===== src/qdsc_params.svh =====
/*
 * Constants of the quad DAC serial control block: frame layout,
 * mode and termination codes, register map, timing counts.
 * Assumes inclusion by bare name from package and modules.
 */
`ifndef QDSC_PARAMS_SVH
`define QDSC_PARAMS_SVH

// ---------------------------------------------------------------
// serial frame
// ---------------------------------------------------------------
`define QDSC_FRAME_BITS     5'd16
`define QDSC_ADDR_MSB       15
`define QDSC_ADDR_LSB       14
`define QDSC_MODE_MSB       13
`define QDSC_MODE_LSB       12
`define QDSC_CODE_MSB       11
`define QDSC_CODE_LSB       4

// ---------------------------------------------------------------
// mode and termination codes
// ---------------------------------------------------------------
`define QDSC_MODE_LOAD      2'h0
`define QDSC_MODE_LOAD_UPD  2'h1
`define QDSC_MODE_ALL_UPD   2'h2
`define QDSC_MODE_PWRDN     2'h3
`define QDSC_TERM_HIZ0      2'h0
`define QDSC_TERM_2K5       2'h1
`define QDSC_TERM_100K      2'h2
`define QDSC_TERM_HIZ3      2'h3

// ---------------------------------------------------------------
// register map (byte addresses)
// ---------------------------------------------------------------
`define QDSC_OFS_CTRL       4'h0
`define QDSC_OFS_STATUS     4'h4
`define QDSC_OFS_OUTS       4'h8
`define QDSC_OFS_REGS       4'hC
`define QDSC_CTRL_RST       32'h0000_0000

// ---------------------------------------------------------------
// timing
// ---------------------------------------------------------------
`define QDSC_CLK_MHZ        200
`define QDSC_WAKEUP_US      6
`define QDSC_WAKEUP_CYC     (`QDSC_WAKEUP_US * `QDSC_CLK_MHZ)

`endif


===== src/qdsc_pkg.sv =====
/*
 * Types shared by the quad DAC serial control block.
 * Assumes qdsc_params.svh on the include path.
 */
`include "qdsc_params.svh"

package qdsc_pkg;

	typedef enum logic [1:0] {
		QDSC_IDLE  = 2'h0,
		QDSC_SHIFT = 2'h1,
		QDSC_DONE  = 2'h3
	} qdsc_state_e;

	typedef logic [7:0] qdsc_code_t;

endpackage


===== src/qdsc_axil.sv =====
/*
 * AXI4-Lite slave for the four register words; only the control word is writable.
 * Assumes a single master on the same clock.
 */
`timescale 1ns/1ps
`include "qdsc_params.svh"

module qdsc_axil
	import qdsc_pkg::*;
(
	input  wire logic        aclk,
	input  wire logic        aresetn,
	input  wire logic [3:0]  s_awaddr,
	input  wire logic        s_awvalid,
	output logic             s_awready,
	input  wire logic [31:0] s_wdata,
	input  wire logic [3:0]  s_wstrb,
	input  wire logic        s_wvalid,
	output logic             s_wready,
	output logic [1:0]       s_bresp,
	output logic             s_bvalid,
	input  wire logic        s_bready,
	input  wire logic [3:0]  s_araddr,
	input  wire logic        s_arvalid,
	output logic             s_arready,
	output logic [31:0]      s_rdata,
	output logic [1:0]       s_rresp,
	output logic             s_rvalid,
	input  wire logic        s_rready,
	output logic [31:0]      ctrl_r,
	input  wire logic [31:0] status_w,
	input  wire logic [31:0] outs_w,
	input  wire logic [31:0] regs_w
);

	logic        aw_r;
	logic        w_r;
	logic [3:0]  awaddr_r;
	logic [31:0] wdata_r;
	logic [3:0]  wstrb_r;
	logic        wr_go;
	logic        wr_ok;
	logic        rd_ok;
	logic [31:0] rd_mux;

	assign s_awready = !aw_r && !s_bvalid;
	assign s_wready  = !w_r && !s_bvalid;
	assign s_arready = !s_rvalid;
	assign wr_go     = aw_r && w_r;
	assign wr_ok     = (awaddr_r == `QDSC_OFS_CTRL);
	assign rd_ok     = (s_araddr[1:0] == 2'h0);
	assign rd_mux    = (s_araddr == `QDSC_OFS_CTRL)   ? ctrl_r :
	                   (s_araddr == `QDSC_OFS_STATUS) ? status_w :
	                   (s_araddr == `QDSC_OFS_OUTS)   ? outs_w : regs_w;

	always_ff @(posedge aclk) begin
		if (!aresetn) begin
			aw_r     <= 1'b0;
			w_r      <= 1'b0;
			awaddr_r <= 4'h0;
			wdata_r  <= 32'h0000_0000;
			wstrb_r  <= 4'h0;
		end else begin
			if (s_awvalid && s_awready) begin
				aw_r     <= 1'b1;
				awaddr_r <= s_awaddr;
			end
			if (s_wvalid && s_wready) begin
				w_r     <= 1'b1;
				wdata_r <= s_wdata;
				wstrb_r <= s_wstrb;
			end
			if (wr_go) begin
				aw_r <= 1'b0;
				w_r  <= 1'b0;
			end
		end
	end

	always_ff @(posedge aclk) begin
		if (!aresetn) begin
			ctrl_r   <= `QDSC_CTRL_RST;
			s_bvalid <= 1'b0;
			s_bresp  <= 2'h0;
		end else begin
			if (wr_go) begin
				s_bvalid <= 1'b1;
				s_bresp  <= wr_ok ? 2'h0 : 2'h2;
				if (wr_ok && wstrb_r[0])
					ctrl_r[0] <= wdata_r[0];
			end else if (s_bready)
				s_bvalid <= 1'b0;
		end
	end

	always_ff @(posedge aclk) begin
		if (!aresetn) begin
			s_rvalid <= 1'b0;
			s_rdata  <= 32'h0000_0000;
			s_rresp  <= 2'h0;
		end else if (s_arvalid && s_arready) begin
			s_rvalid <= 1'b1;
			s_rdata  <= rd_ok ? rd_mux : 32'h0000_0000;
			s_rresp  <= rd_ok ? 2'h0 : 2'h2;
		end else if (s_rready)
			s_rvalid <= 1'b0;
	end

endmodule


===== src/qdsc_sync.sv =====
/*
 * Two-flop synchroniser for one level from outside aclk.
 * Assumes the input is asynchronous to aclk.
 */
`timescale 1ns/1ps

module qdsc_sync #(
	parameter logic RST_VAL = 1'b0
) (
	input  wire logic aclk,
	input  wire logic aresetn,
	input  wire logic din,
	output logic      dout
);

	logic meta_r;

	always_ff @(posedge aclk) begin
		if (!aresetn) begin
			meta_r <= RST_VAL;
			dout   <= RST_VAL;
		end else begin
			meta_r <= din;
			dout   <= meta_r;
		end
	end

endmodule


===== src/qdsc_top.sv =====
/*
 * Quad 8-bit DAC serial control: three-wire write link, channel
 * registers, output update, power-down terminations, wake-up timer.
 * Assumes link pins asynchronous to aclk, sampled at 200 MHz.
 */
// The placing of the registers and the AXI4-Lite register port were chosen for this implementation.
// How it works
// - frame opens on select low; data sampled on clock falls into 16 bits
// - sixteenth fall captures last bit and executes command; the code skips the command while control word bit 0 (hold) is set
// - after sixteenth fall, edges ignored until select rises
// - word order: two address, two mode, eight data, four ignored bits
// - address selects channel A to D
// - mode picks load, load+update, load all+update, power-down
// - msb first straight binary; zero gives 0V, ones full scale
// - ideal output is reference times code over 256
// - select rising before sixteenth fall discards the frame
// - reset clears registers; outputs zero until first valid update frame (mode 01 or 10)
// - mode 11 powers down all channels; address picks termination
// - termination: 00/11 high-z, 01 2.5k, 10 100k to ground
// - registers survive power-down unless reloaded by waking frame
// - wake-up measured from sixteenth fall of waking frame
`timescale 1ns/1ps
`include "qdsc_params.svh"

module qdsc_top
	import qdsc_pkg::*;
#(
	parameter int WAKEUP_CYC = `QDSC_WAKEUP_CYC
) (
	input  wire logic        aclk,
	input  wire logic        aresetn,
	input  wire logic        sync_n,
	input  wire logic        sclk,
	input  wire logic        sdin,
	input  wire logic [3:0]  s_awaddr,
	input  wire logic        s_awvalid,
	output logic             s_awready,
	input  wire logic [31:0] s_wdata,
	input  wire logic [3:0]  s_wstrb,
	input  wire logic        s_wvalid,
	output logic             s_wready,
	output logic [1:0]       s_bresp,
	output logic             s_bvalid,
	input  wire logic        s_bready,
	input  wire logic [3:0]  s_araddr,
	input  wire logic        s_arvalid,
	output logic             s_arready,
	output logic [31:0]      s_rdata,
	output logic [1:0]       s_rresp,
	output logic             s_rvalid,
	input  wire logic        s_rready,
	output logic [31:0]      analog_codes,
	output logic             powered_down,
	output logic [1:0]       out_termination,
	output logic             waking,
	output logic             frame_done
);

	// ---------------------------------------------------------------
	// pin synchronisers
	// ---------------------------------------------------------------
	logic sync_n_s;
	logic sclk_s;
	logic sdin_s;

	// select idles high: reset to idle level, no false fall
	qdsc_sync #(.RST_VAL(1'b1)) u_sync_sel (.aclk(aclk), .aresetn(aresetn),
		.din(sync_n), .dout(sync_n_s));
	qdsc_sync u_sync_clk (.aclk(aclk), .aresetn(aresetn), .din(sclk), .dout(sclk_s));
	qdsc_sync u_sync_dat (.aclk(aclk), .aresetn(aresetn), .din(sdin), .dout(sdin_s));

	// ---------------------------------------------------------------
	// edge detection
	// ---------------------------------------------------------------
	logic sync_n_d_r;
	logic sclk_d_r;
	logic sdin_d_r;
	logic sclk_fall;
	logic sel_fall;

	assign sclk_fall = sclk_d_r && !sclk_s;
	assign sel_fall  = sync_n_d_r && !sync_n_s;

	always_ff @(posedge aclk) begin
		if (!aresetn) begin
			sync_n_d_r <= 1'b1;
			sclk_d_r   <= 1'b0;
			sdin_d_r   <= 1'b0;
		end else begin
			sync_n_d_r <= sync_n_s;
			sclk_d_r   <= sclk_s;
			sdin_d_r   <= sdin_s;
		end
	end

	// ---------------------------------------------------------------
	// frame state machine and shifter
	// ---------------------------------------------------------------
	qdsc_state_e state_r;
	qdsc_state_e state_nxt;
	logic [15:0] shift_r;
	logic [4:0]  cnt_r;
	logic        take_bit;
	logic        last_bit;
	logic [15:0] word_w;

	assign take_bit = (state_r == QDSC_SHIFT) && !sync_n_s && sclk_fall;
	assign last_bit = take_bit && (cnt_r == `QDSC_FRAME_BITS - 5'd1);
	assign word_w   = {shift_r[14:0], sdin_d_r};

	always_comb begin
		state_nxt = state_r;
		case (state_r)
			QDSC_IDLE: begin
				if (sel_fall)
					state_nxt = QDSC_SHIFT;
			end
			QDSC_SHIFT: begin
				if (sync_n_s)
					state_nxt = QDSC_IDLE;
				else if (last_bit)
					state_nxt = QDSC_DONE;
			end
			QDSC_DONE: begin
				if (sync_n_s)
					state_nxt = QDSC_IDLE;
			end
			default: state_nxt = QDSC_IDLE;
		endcase
	end

	always_ff @(posedge aclk) begin
		if (!aresetn) begin
			state_r <= QDSC_IDLE;
			shift_r <= 16'h0000;
			cnt_r   <= 5'h00;
		end else begin
			state_r <= state_nxt;
			if (state_r != QDSC_SHIFT)
				cnt_r <= 5'h00;
			else if (take_bit) begin
				shift_r <= word_w;
				cnt_r   <= cnt_r + 5'd1;
			end
		end
	end

	// ---------------------------------------------------------------
	// command decode
	// ---------------------------------------------------------------
	logic [1:0] addr_w;
	logic [1:0] mode_w;
	qdsc_code_t code_w;
	logic       ctrl_hold;
	logic       exec;
	logic       upd_all;

	assign addr_w  = word_w[`QDSC_ADDR_MSB:`QDSC_ADDR_LSB];
	assign mode_w  = word_w[`QDSC_MODE_MSB:`QDSC_MODE_LSB];
	assign code_w  = word_w[`QDSC_CODE_MSB:`QDSC_CODE_LSB];
	assign exec    = last_bit && !ctrl_hold;
	assign upd_all = exec && (mode_w == `QDSC_MODE_LOAD_UPD || mode_w == `QDSC_MODE_ALL_UPD);

	// ---------------------------------------------------------------
	// channel registers and outputs
	// ---------------------------------------------------------------
	logic [7:0] dac_r [4];
	logic [7:0] out_r [4];
	logic [7:0] dac_nxt [4];

	genvar gi;
	generate
		for (gi = 0; gi < 4; gi++) begin : g_ch
			logic load_w;
			assign load_w = exec && ((mode_w == `QDSC_MODE_ALL_UPD) ||
			                ((mode_w != `QDSC_MODE_PWRDN) && (addr_w == 2'(gi))));
			assign dac_nxt[gi] = load_w ? code_w : dac_r[gi];
			assign analog_codes[gi*8 +: 8] = out_r[gi];

			always_ff @(posedge aclk) begin
				if (!aresetn) begin
					dac_r[gi] <= 8'h00;
					out_r[gi] <= 8'h00;
				end else begin
					dac_r[gi] <= dac_nxt[gi];
					if (upd_all)
						out_r[gi] <= dac_nxt[gi];
				end
			end
		end
	endgenerate

	// ---------------------------------------------------------------
	// power-down, wake-up timer, done pulse
	// ---------------------------------------------------------------
	logic [31:0] wake_cnt_r;

	always_ff @(posedge aclk) begin
		if (!aresetn) begin
			powered_down    <= 1'b0;
			out_termination <= `QDSC_TERM_HIZ0;
			waking          <= 1'b0;
			wake_cnt_r      <= 32'h0000_0000;
			frame_done      <= 1'b0;
		end else begin
			frame_done <= exec;
			if (exec && mode_w == `QDSC_MODE_PWRDN) begin
				powered_down    <= 1'b1;
				out_termination <= addr_w;
				waking          <= 1'b0;
			end else if (exec && powered_down) begin
				powered_down <= 1'b0;
				waking       <= 1'b1;
				wake_cnt_r   <= 32'(WAKEUP_CYC);
			end else if (waking) begin
				wake_cnt_r <= wake_cnt_r - 32'd1;
				if (wake_cnt_r <= 32'd1)
					waking <= 1'b0;
			end
		end
	end

	// ---------------------------------------------------------------
	// register bus
	// ---------------------------------------------------------------
	logic [31:0] ctrl_r;
	logic [31:0] status_w;
	logic [31:0] regs_w;

	assign ctrl_hold = ctrl_r[0];
	assign status_w  = {24'h000000, 1'b0, state_r, waking, out_termination,
	                    powered_down, ctrl_hold};
	assign regs_w    = {dac_r[3], dac_r[2], dac_r[1], dac_r[0]};

	qdsc_axil u_axil (
		.aclk      (aclk),
		.aresetn   (aresetn),
		.s_awaddr  (s_awaddr),
		.s_awvalid (s_awvalid),
		.s_awready (s_awready),
		.s_wdata   (s_wdata),
		.s_wstrb   (s_wstrb),
		.s_wvalid  (s_wvalid),
		.s_wready  (s_wready),
		.s_bresp   (s_bresp),
		.s_bvalid  (s_bvalid),
		.s_bready  (s_bready),
		.s_araddr  (s_araddr),
		.s_arvalid (s_arvalid),
		.s_arready (s_arready),
		.s_rdata   (s_rdata),
		.s_rresp   (s_rresp),
		.s_rvalid  (s_rvalid),
		.s_rready  (s_rready),
		.ctrl_r    (ctrl_r),
		.status_w  (status_w),
		.outs_w    (analog_codes),
		.regs_w    (regs_w)
	);

	// ---------------------------------------------------------------
	// assertions
	// ---------------------------------------------------------------
	property p_abort;
		@(posedge aclk) disable iff (!aresetn)
		(state_r == QDSC_SHIFT && sync_n_s) |=> !frame_done;
	endproperty
	a_abort: assert property (p_abort) else $error("aborted frame executed");

	property p_ignore;
		@(posedge aclk) disable iff (!aresetn)
		(state_r == QDSC_DONE) |=> $stable(regs_w) && $stable(analog_codes);
	endproperty
	a_ignore: assert property (p_ignore) else $error("edge used after last bit");

	property p_count;
		@(posedge aclk) disable iff (!aresetn)
		frame_done |-> (state_r == QDSC_DONE) && (cnt_r == `QDSC_FRAME_BITS);
	endproperty
	a_count: assert property (p_count) else $error("frame not sixteen bits");

	property p_pd;
		@(posedge aclk) disable iff (!aresetn)
		(exec && mode_w == 2'h3) |=> powered_down && out_termination == $past(addr_w);
	endproperty
	a_pd: assert property (p_pd) else $error("power-down not applied");

	property p_hold;
		@(posedge aclk) disable iff (!aresetn)
		(exec && mode_w == 2'h0) |=> $stable(analog_codes);
	endproperty
	a_hold: assert property (p_hold) else $error("output moved without update");

	property p_keep;
		@(posedge aclk) disable iff (!aresetn)
		(exec && mode_w == 2'h3) |=> $stable(regs_w);
	endproperty
	a_keep: assert property (p_keep) else $error("register changed by power-down");

	property p_load;
		@(posedge aclk) disable iff (!aresetn)
		(exec && mode_w == 2'h1) |=> analog_codes[$past(addr_w)*8 +: 8] == $past(code_w);
	endproperty
	a_load: assert property (p_load) else $error("addressed channel not updated");

	property p_wake;
		@(posedge aclk) disable iff (!aresetn)
		(exec && powered_down && mode_w != 2'h3) |=> waking && !powered_down;
	endproperty
	a_wake: assert property (p_wake) else $error("wake-up not started");

	property p_zero;
		@(posedge aclk)
		!aresetn |=> analog_codes == 32'h0000_0000;
	endproperty
	a_zero: assert property (p_zero) else $error("outputs not zero after reset");

endmodule


===== config.mk =====
export PLATFORM = sky130hd
export DESIGN_NAME = qdsc_top
export DESIGN_NICKNAME = d
export VERILOG_FILES = /design/src/qdsc_pkg.sv /design/src/qdsc_axil.sv /design/src/qdsc_sync.sv /design/src/qdsc_top.sv
export VERILOG_INCLUDE_DIRS = /design/src /design/src/src
export SDC_FILE = /design/constraint.sdc
export NUM_CORES = 1
export LEC_CHECK = 0
export ABC_AREA = 1
export BUFFER_PORTS_ARGS = -buffer_cell sky130_fd_sc_hd__buf_2
export CELL_PAD_IN_SITES_DETAIL_PLACEMENT = 0
export CELL_PAD_IN_SITES_GLOBAL_PLACEMENT = 1
export CORE_UTILIZATION = 35
export DETAILED_ROUTE_END_ITERATION = 8
export PLACE_DENSITY_LB_ADDON = 0.05
export SLEW_MARGIN = 20
export SYNTH_ARGS = -nofsm -noshare
export SYNTH_HDL_FRONTEND = slang
export SYNTH_SLANG_ARGS = --single-unit

===== constraint.sdc =====
create_clock -name aclk -period 2.9 [get_ports aclk]
set_input_delay 0.145 -clock aclk [delete_from_list [all_inputs] [get_ports aclk]]
set_output_delay 0.145 -clock aclk [all_outputs]
set_load 0.03 [all_outputs]

==> results of run 1 <==
[final timing paths]
kind | start | cells after the start | slack (ns) | end
setup reg to reg | cnt_r[0]$_SDFFE_PP0N_ | 13 | 0.54 | out_r[0][1]$_SDFFCE_PN0P_
hold / removal | s_rready | 3 | 0.04 | u_axil.s_rvalid$_SDFFE_PN0P_
setup / recovery | cnt_r[0]$_SDFFE_PP0N_ | 13 | 0.54 | out_r[0][1]$_SDFFCE_PN0P_
hold reg to reg | u_sync_dat.dout$_SDFF_PN0_ | 2 | 0.41 | sdin_d_r$_SDFF_PN0_
[per-stage QoR]
step                      hold WS (ns)  worst slack (ns)  cells
final                           0.0365             0.536   1407
after global routing            0.0459             0.262   1407
after CTS                       0.0148             0.522   1407
after detailed placement         0.335             0.522   1363
after global placement           0.331             0.563   1363
after floorplan                  0.243             0.359   1013
[worst max-delay path: cells and delay by family (launching register included)]
family | cells | cell delay [ns]
adders and majority gates | 2 | 0.44
AOI/OAI and AO/OA | 1 | 0.07
buffers and inverters | 4 | 0.29
DFF | 1 | 0.36
and+or+nand+nor | 6 | 0.94
[synth_stat cells (all sizes together), types with 3 or more instances]
cell type and number:
nand2 206, edfxtp 32, buf 18, nand3 35
nor2 177, nand4 15, o21ai 60, or2 3
a21oi 78, o211ai 32, clkinv 3, dfxtp 145
xnor2 3, clkbuf 25, ha 5, xor2 6
nand3b 8, nor3 35, inv 116
[placed cells by master (no fill, tap or decap), types with 6 or more instances in the layout]
cell             n
o21ai_0         43
buf_2           95
nor2_1         169
inv_1          106
nand2_1        199
buf_4           16
nand3b_1         8
dfxtp_1        145
a21oi_1         78
xor2_1           6
o21ai_2          7
edfxtp_1        32
o211ai_1        32
clkbuf_16       17
inv_2           10
o21ai_1         10
dlygate4sd3_1   12
nand3_1         34
nand4_1         13
nor3_1          31
[flip-flops by register name (all words and copies together) (netlist names), 2 cells and up]
signal,flops
shift_r,15
u_axil.awaddr_r,4
cnt_r,5
wake_cnt_r,32
state_r,2
out_termination,2
u_axil.s_rdata,32
dac_r,32
out_r,32
[cell type report]
type                    instances  share of cell area [%]
clock buffers                  18                    4.65
clock inverters                14                    1.42
well taps                     280                    3.80
multi-input cells             674                    35.2
repair buffers                125                    8.19
inverters                     119                    4.87
flip-flops and latches        177                    41.9
[timing repair]
action	in CTS	in global routing
hold endpoints to repair	11	0
hold buffers	12	0
setup endpoints to repair	0	0
[report_power, final]
part	internal, mW	leakage (nW)	switching (mW)
sequential	2.54	1.48	0.0278
combinational	0.0790	2.28	0.201
clock	1.20	0.271	1.06
[layer usage]
| layer | vias up | global-route usage [%] |
|---|---|---|
| met2 | 108 | 29.4 |
| met3 | 10 | 3.55 |
| met1 | 3143 | 28.9 |
| li1 | 3473 | - |
| met4 | 0 | 4.60 |
| met5 | - | 0 |
[cells by family (layout without fill, tap and decap cells)]
group	after synthesis	in the layout	synth area share, %
compound gates	176	176	12.9
xor+xnor	9	9	1.01
fa+ha+maj	5	5	0.803
buf+inv	162	276	8.77
flops	177	177	49.6
other cells	1	2	0.0482
simple gates	482	482	26.9
==> metrics.csv, run 1 <==
metric;value;unit
outcome;finished clean;
routed wire length;21300;um
Synth area leader;dfxtp_1;
register area;0.00386;sq mm
Period minus WS final;2.36;ns
clk root buf;clkbuf_16;
Clk Latency, worst-skew pair;0.43;ns
fmax;423;MHz
MaxCap Viol Count;0;
footprint of the multi-input gates;0.00324;sq mm
Hold Path Class;in -> reg;
DRT Pass-1 Iters;5;
clk slew on worst S/H paths;0.07;ns
Placer Congestion;0.773;
share of the synthesized area in the top cell type;37.3;%
EDFF count, synth;32;
period utilisation layout;81.5;%
dpl cell area;0.00854;sq mm
CP arrival;2.55;ns
Die ar.;0.0229;sq mm
total power;5.10;mW
clock net sink count;177;
post-synthesis sequential area ratio;49.6;%
vias in the first global route;6265;
Slew @ Worst Pin;0.749;ns
slowest CP cell;dfxtp_1;
Setup-failing EPs final;0;
Crit Path Class;reg -> reg;
Cells after Synth;1012;
Final Max Slew Viols;0;
Placement Rows;54;
Mean Syn Cell Area;7.70;sq um
Peak VDD IR;340;uV
wire length on met2;9090;um
total track usage;19.6;%
# IOs;132;
post-DR wirelength/cell;15.2;um
CTS resizes;0;
Met3 Routed Length;659;um
layout cell share with drive strength beyond 1;16.5;%
Die Span X;151;um
total CTS buffers;17;
leakage;4.03;nW
Post-CTS Repair Setup Buffers;0;
Top Layer Used;met4;
Fin Setup TNS;0;ns
fillers;2326;
GR Overflow Total;0;
largest cells by area after synthesis;dfxtp_1 (37%), edfxtp_1 (12%), nand2_1 (9.6%);
RSZ-0062 raised after global routing;no;
Post-DRT Antenna Nets;0;
power per cell area;553;mW/mm^2
final net count;1173;
dominant synthesized flop cell;dfxtp_1;
Via-to-Cell Ratio;4.79;
Hold Vio Cnt, Final;0;
FF+latch count, synth;177;
CORE AREA;0.0218;sq mm
Chip Height;151;um
Initial Utilization;35.7;%
CP peak stage delay;0.36;ns
I/O Buffers;95;
CP endpoint kind;flop;
n_diodes;0;
routed vias;6734;
Yosys warnings;0;
CTS HTree Levels;4;
Max Buffers Root-to-Sink;2;
Worst Clk Skew;0.0125;ns
Synth cell types;43;
drt drc;0;
Iter 0 DRT Violations;351;
wire length on met1;11500;um
fin util;42.3;%
Async SR Flop Fraction;0;%
Area Overhead vs Synth;18.4;%
element type at the critical path start;flop;
first-pass GRT wire length;33900;um
CTS tree;yes;
largest net degree at the start of global routing;34;
detailed-placement wirelength estimate;15000;um
Req. time, crit path;3.08;ns
max_slew headroom;50.0;%
final instance area;0.00922;sq mm
CP max FO;15;
initial antenna violation count;0;
critical path cell sequence;ha_1, inv_1, nor2_1, ha_1, inv_2, nor3_4, nand2_4, clkinv_2, nand2_2, nand2_1, o21ai_2, inv_2, nor2_1;
cell area after synthesis;0.00779;sq mm
No activity file was read; power rests on OpenSTA's default activity.
==> run 2: changes to the inputs <==
- clock period: 2.9 -> 2.15 ns (I/O delays scaled with it)
==> metrics.csv, run 2 (synthesis gave the netlist of run 1 again) <==
metric;value;unit
outcome;finished clean;
post-DR wirelength/cell;15.0;um
clk slew on worst S/H paths;0.07;ns
Placer Congestion;0.769;
detailed-placement wirelength estimate;15100;um
Setup-failing EPs final;0;
CP peak stage delay;0.34;ns
Chip Height;151;um
CTS tree;yes;
Worst Clk Skew;0.00949;ns
Hold Vio Cnt, Final;0;
Final Max Slew Viols;0;
RSZ-0062 raised after global routing;yes;
DRT Pass-1 Iters;5;
fmax;487;MHz
drt drc;0;
Die Span X;151;um
slack of the critical path;0.0972;ns
initial antenna violation count;0;
period utilisation layout;95.5;%
Slew @ Worst Pin;0.531;ns
Via-to-Cell Ratio;4.76;
vias in the first global route;6367;
element type at the critical path start;flop;
total track usage;19.4;%
max_slew headroom;64.6;%
n_diodes;0;
CP max FO;14;
leakage;4.20;nW
Peak VDD IR;501;uV
routed vias;6795;
first-pass GRT wire length;33700;um
Area Overhead vs Synth;22.5;%
final net count;1195;
placed cell count;1378;
worst slack, placed;0.00455;ns
fillers;2376;
# IOs;132;
critical path cell sequence;ha_1, inv_1, nor2_1, ha_2, inv_2, nor3_4, buf_6, nand4_1, nand2_4, buf_8, nand3_1, o21ai_0;
Iter 0 DRT Violations;340;
CP top delay family;simple AND/OR/NAND/NOR gates;
largest net degree at the start of global routing;45;
power per cell area;723;mW/mm^2
Req. time, crit path;2.51;ns
CORE AREA;0.0218;sq mm
Period minus WS final;2.05;ns
CP arrival;2.41;ns
final instance area;0.00954;sq mm
commonest non-fill, non-tap cells in the layout;nand2_1 (197), nor2_1 (169), dfxtp_1 (143), inv_1 (106), buf_2 (95);
routed wire length;21400;um
clk root buf;clkbuf_16;
clock net sink count;177;
hold-critical path depth;2;
CP endpoint kind;flop;
Clk Latency, worst-skew pair;0.43;ns
dpl cell area;0.00869;sq mm
Placement Rows;54;
Initial Utilization;35.7;%
CTS HTree Levels;4;
fin util;43.7;%
Crit Path Class;reg -> reg;
Post-DRT Antenna Nets;0;
slowest CP cell;dfxtp_2;
MaxCap Viol Count;0;
I/O Buffers;95;
layout cell share with drive strength beyond 1;18.4;%
total CTS buffers;17;
most common cell after layout, fill and taps aside;nand2_1;
Bufs and invs on worst path;4;
GR Overflow Total;0;
fin cells;1429;
CP Depth;12;
Hold Path Class;in -> reg;
Die ar.;0.0229;sq mm
Max Buffers Root-to-Sink;2;
R2R depth;12;
run 2: worst paths after layout:
| path | start | endpoint | slack (ns) |
|---|---|---|---|
| worst max-delay path | cnt_r[0]$_SDFFE_PP0N_ | wake_cnt_r[0]$_SDFFE_PN0P_ | 0.1 |
| worst min-delay path | aresetn | u_axil.s_rvalid$_SDFFE_PN0P_ | 0.06 |
| worst max register to register | cnt_r[0]$_SDFFE_PP0N_ | wake_cnt_r[0]$_SDFFE_PN0P_ | 0.1 |
| worst min register to register | u_sync_clk.meta_r$_SDFF_PN0_ | u_sync_clk.dout$_SDFF_PN0_ | 0.41 |
run 2: area by class of cell:
type                       instances  area [sq um]  area share, %
clock buffer                      17           425           4.46
clock inverter                    15           146           1.53
inverter                         119           450           4.72
multi-input combinational        674          3280           34.4
sequential                       177          3870           40.5
tap                              280           350           3.67
timing repair buffer             147          1020           10.7
run 2: through the flow:
| step | power (mW) | TNS, ns | hold slack, ns |
|---|---|---|---|
| 2_1_floorplan | 3.77 | 0 | 0.205 |
| 3_3_place_gp | 3.91 | 0 | 0.291 |
| 3_5_place_dp | 3.91 | 0 | 0.296 |
| 4_1_cts | 6.99 | 0 | 0.0510 |
| 5_1_grt | 7.18 | -0.217 | 0.0634 |
| 6_report | 6.90 | 0 | 0.0603 |
run 2: timing repair:
item                                    CTS  global route
setup buffers                             0             2
endpoints found under the setup margin    8            84
gates resized for setup                   1            16
hold buffers                             15             0
pin swaps                                 0             4
gates cloned                              0             2
hold endpoints to repair                 12             0
run 2: layer usage:
layer | global-route usage (%) | vias to the layer above | part of all wire [%]
li1 | - | 3532 | -
met1 | 29.2 | 3130 | 53
met2 | 28.8 | 118 | 42
met3 | 2.80 | 15 | 3.8
met4 | 4.95 | 0 | 0.91
met5 | 0 | - | 0
run 2: report_power, final:
part	internal [mW]	switching (mW)	leakage [nW]
logic	0.118	0.272	2.45
clock network	1.54	1.50	0.274
registers	3.43	0.0370	1.48
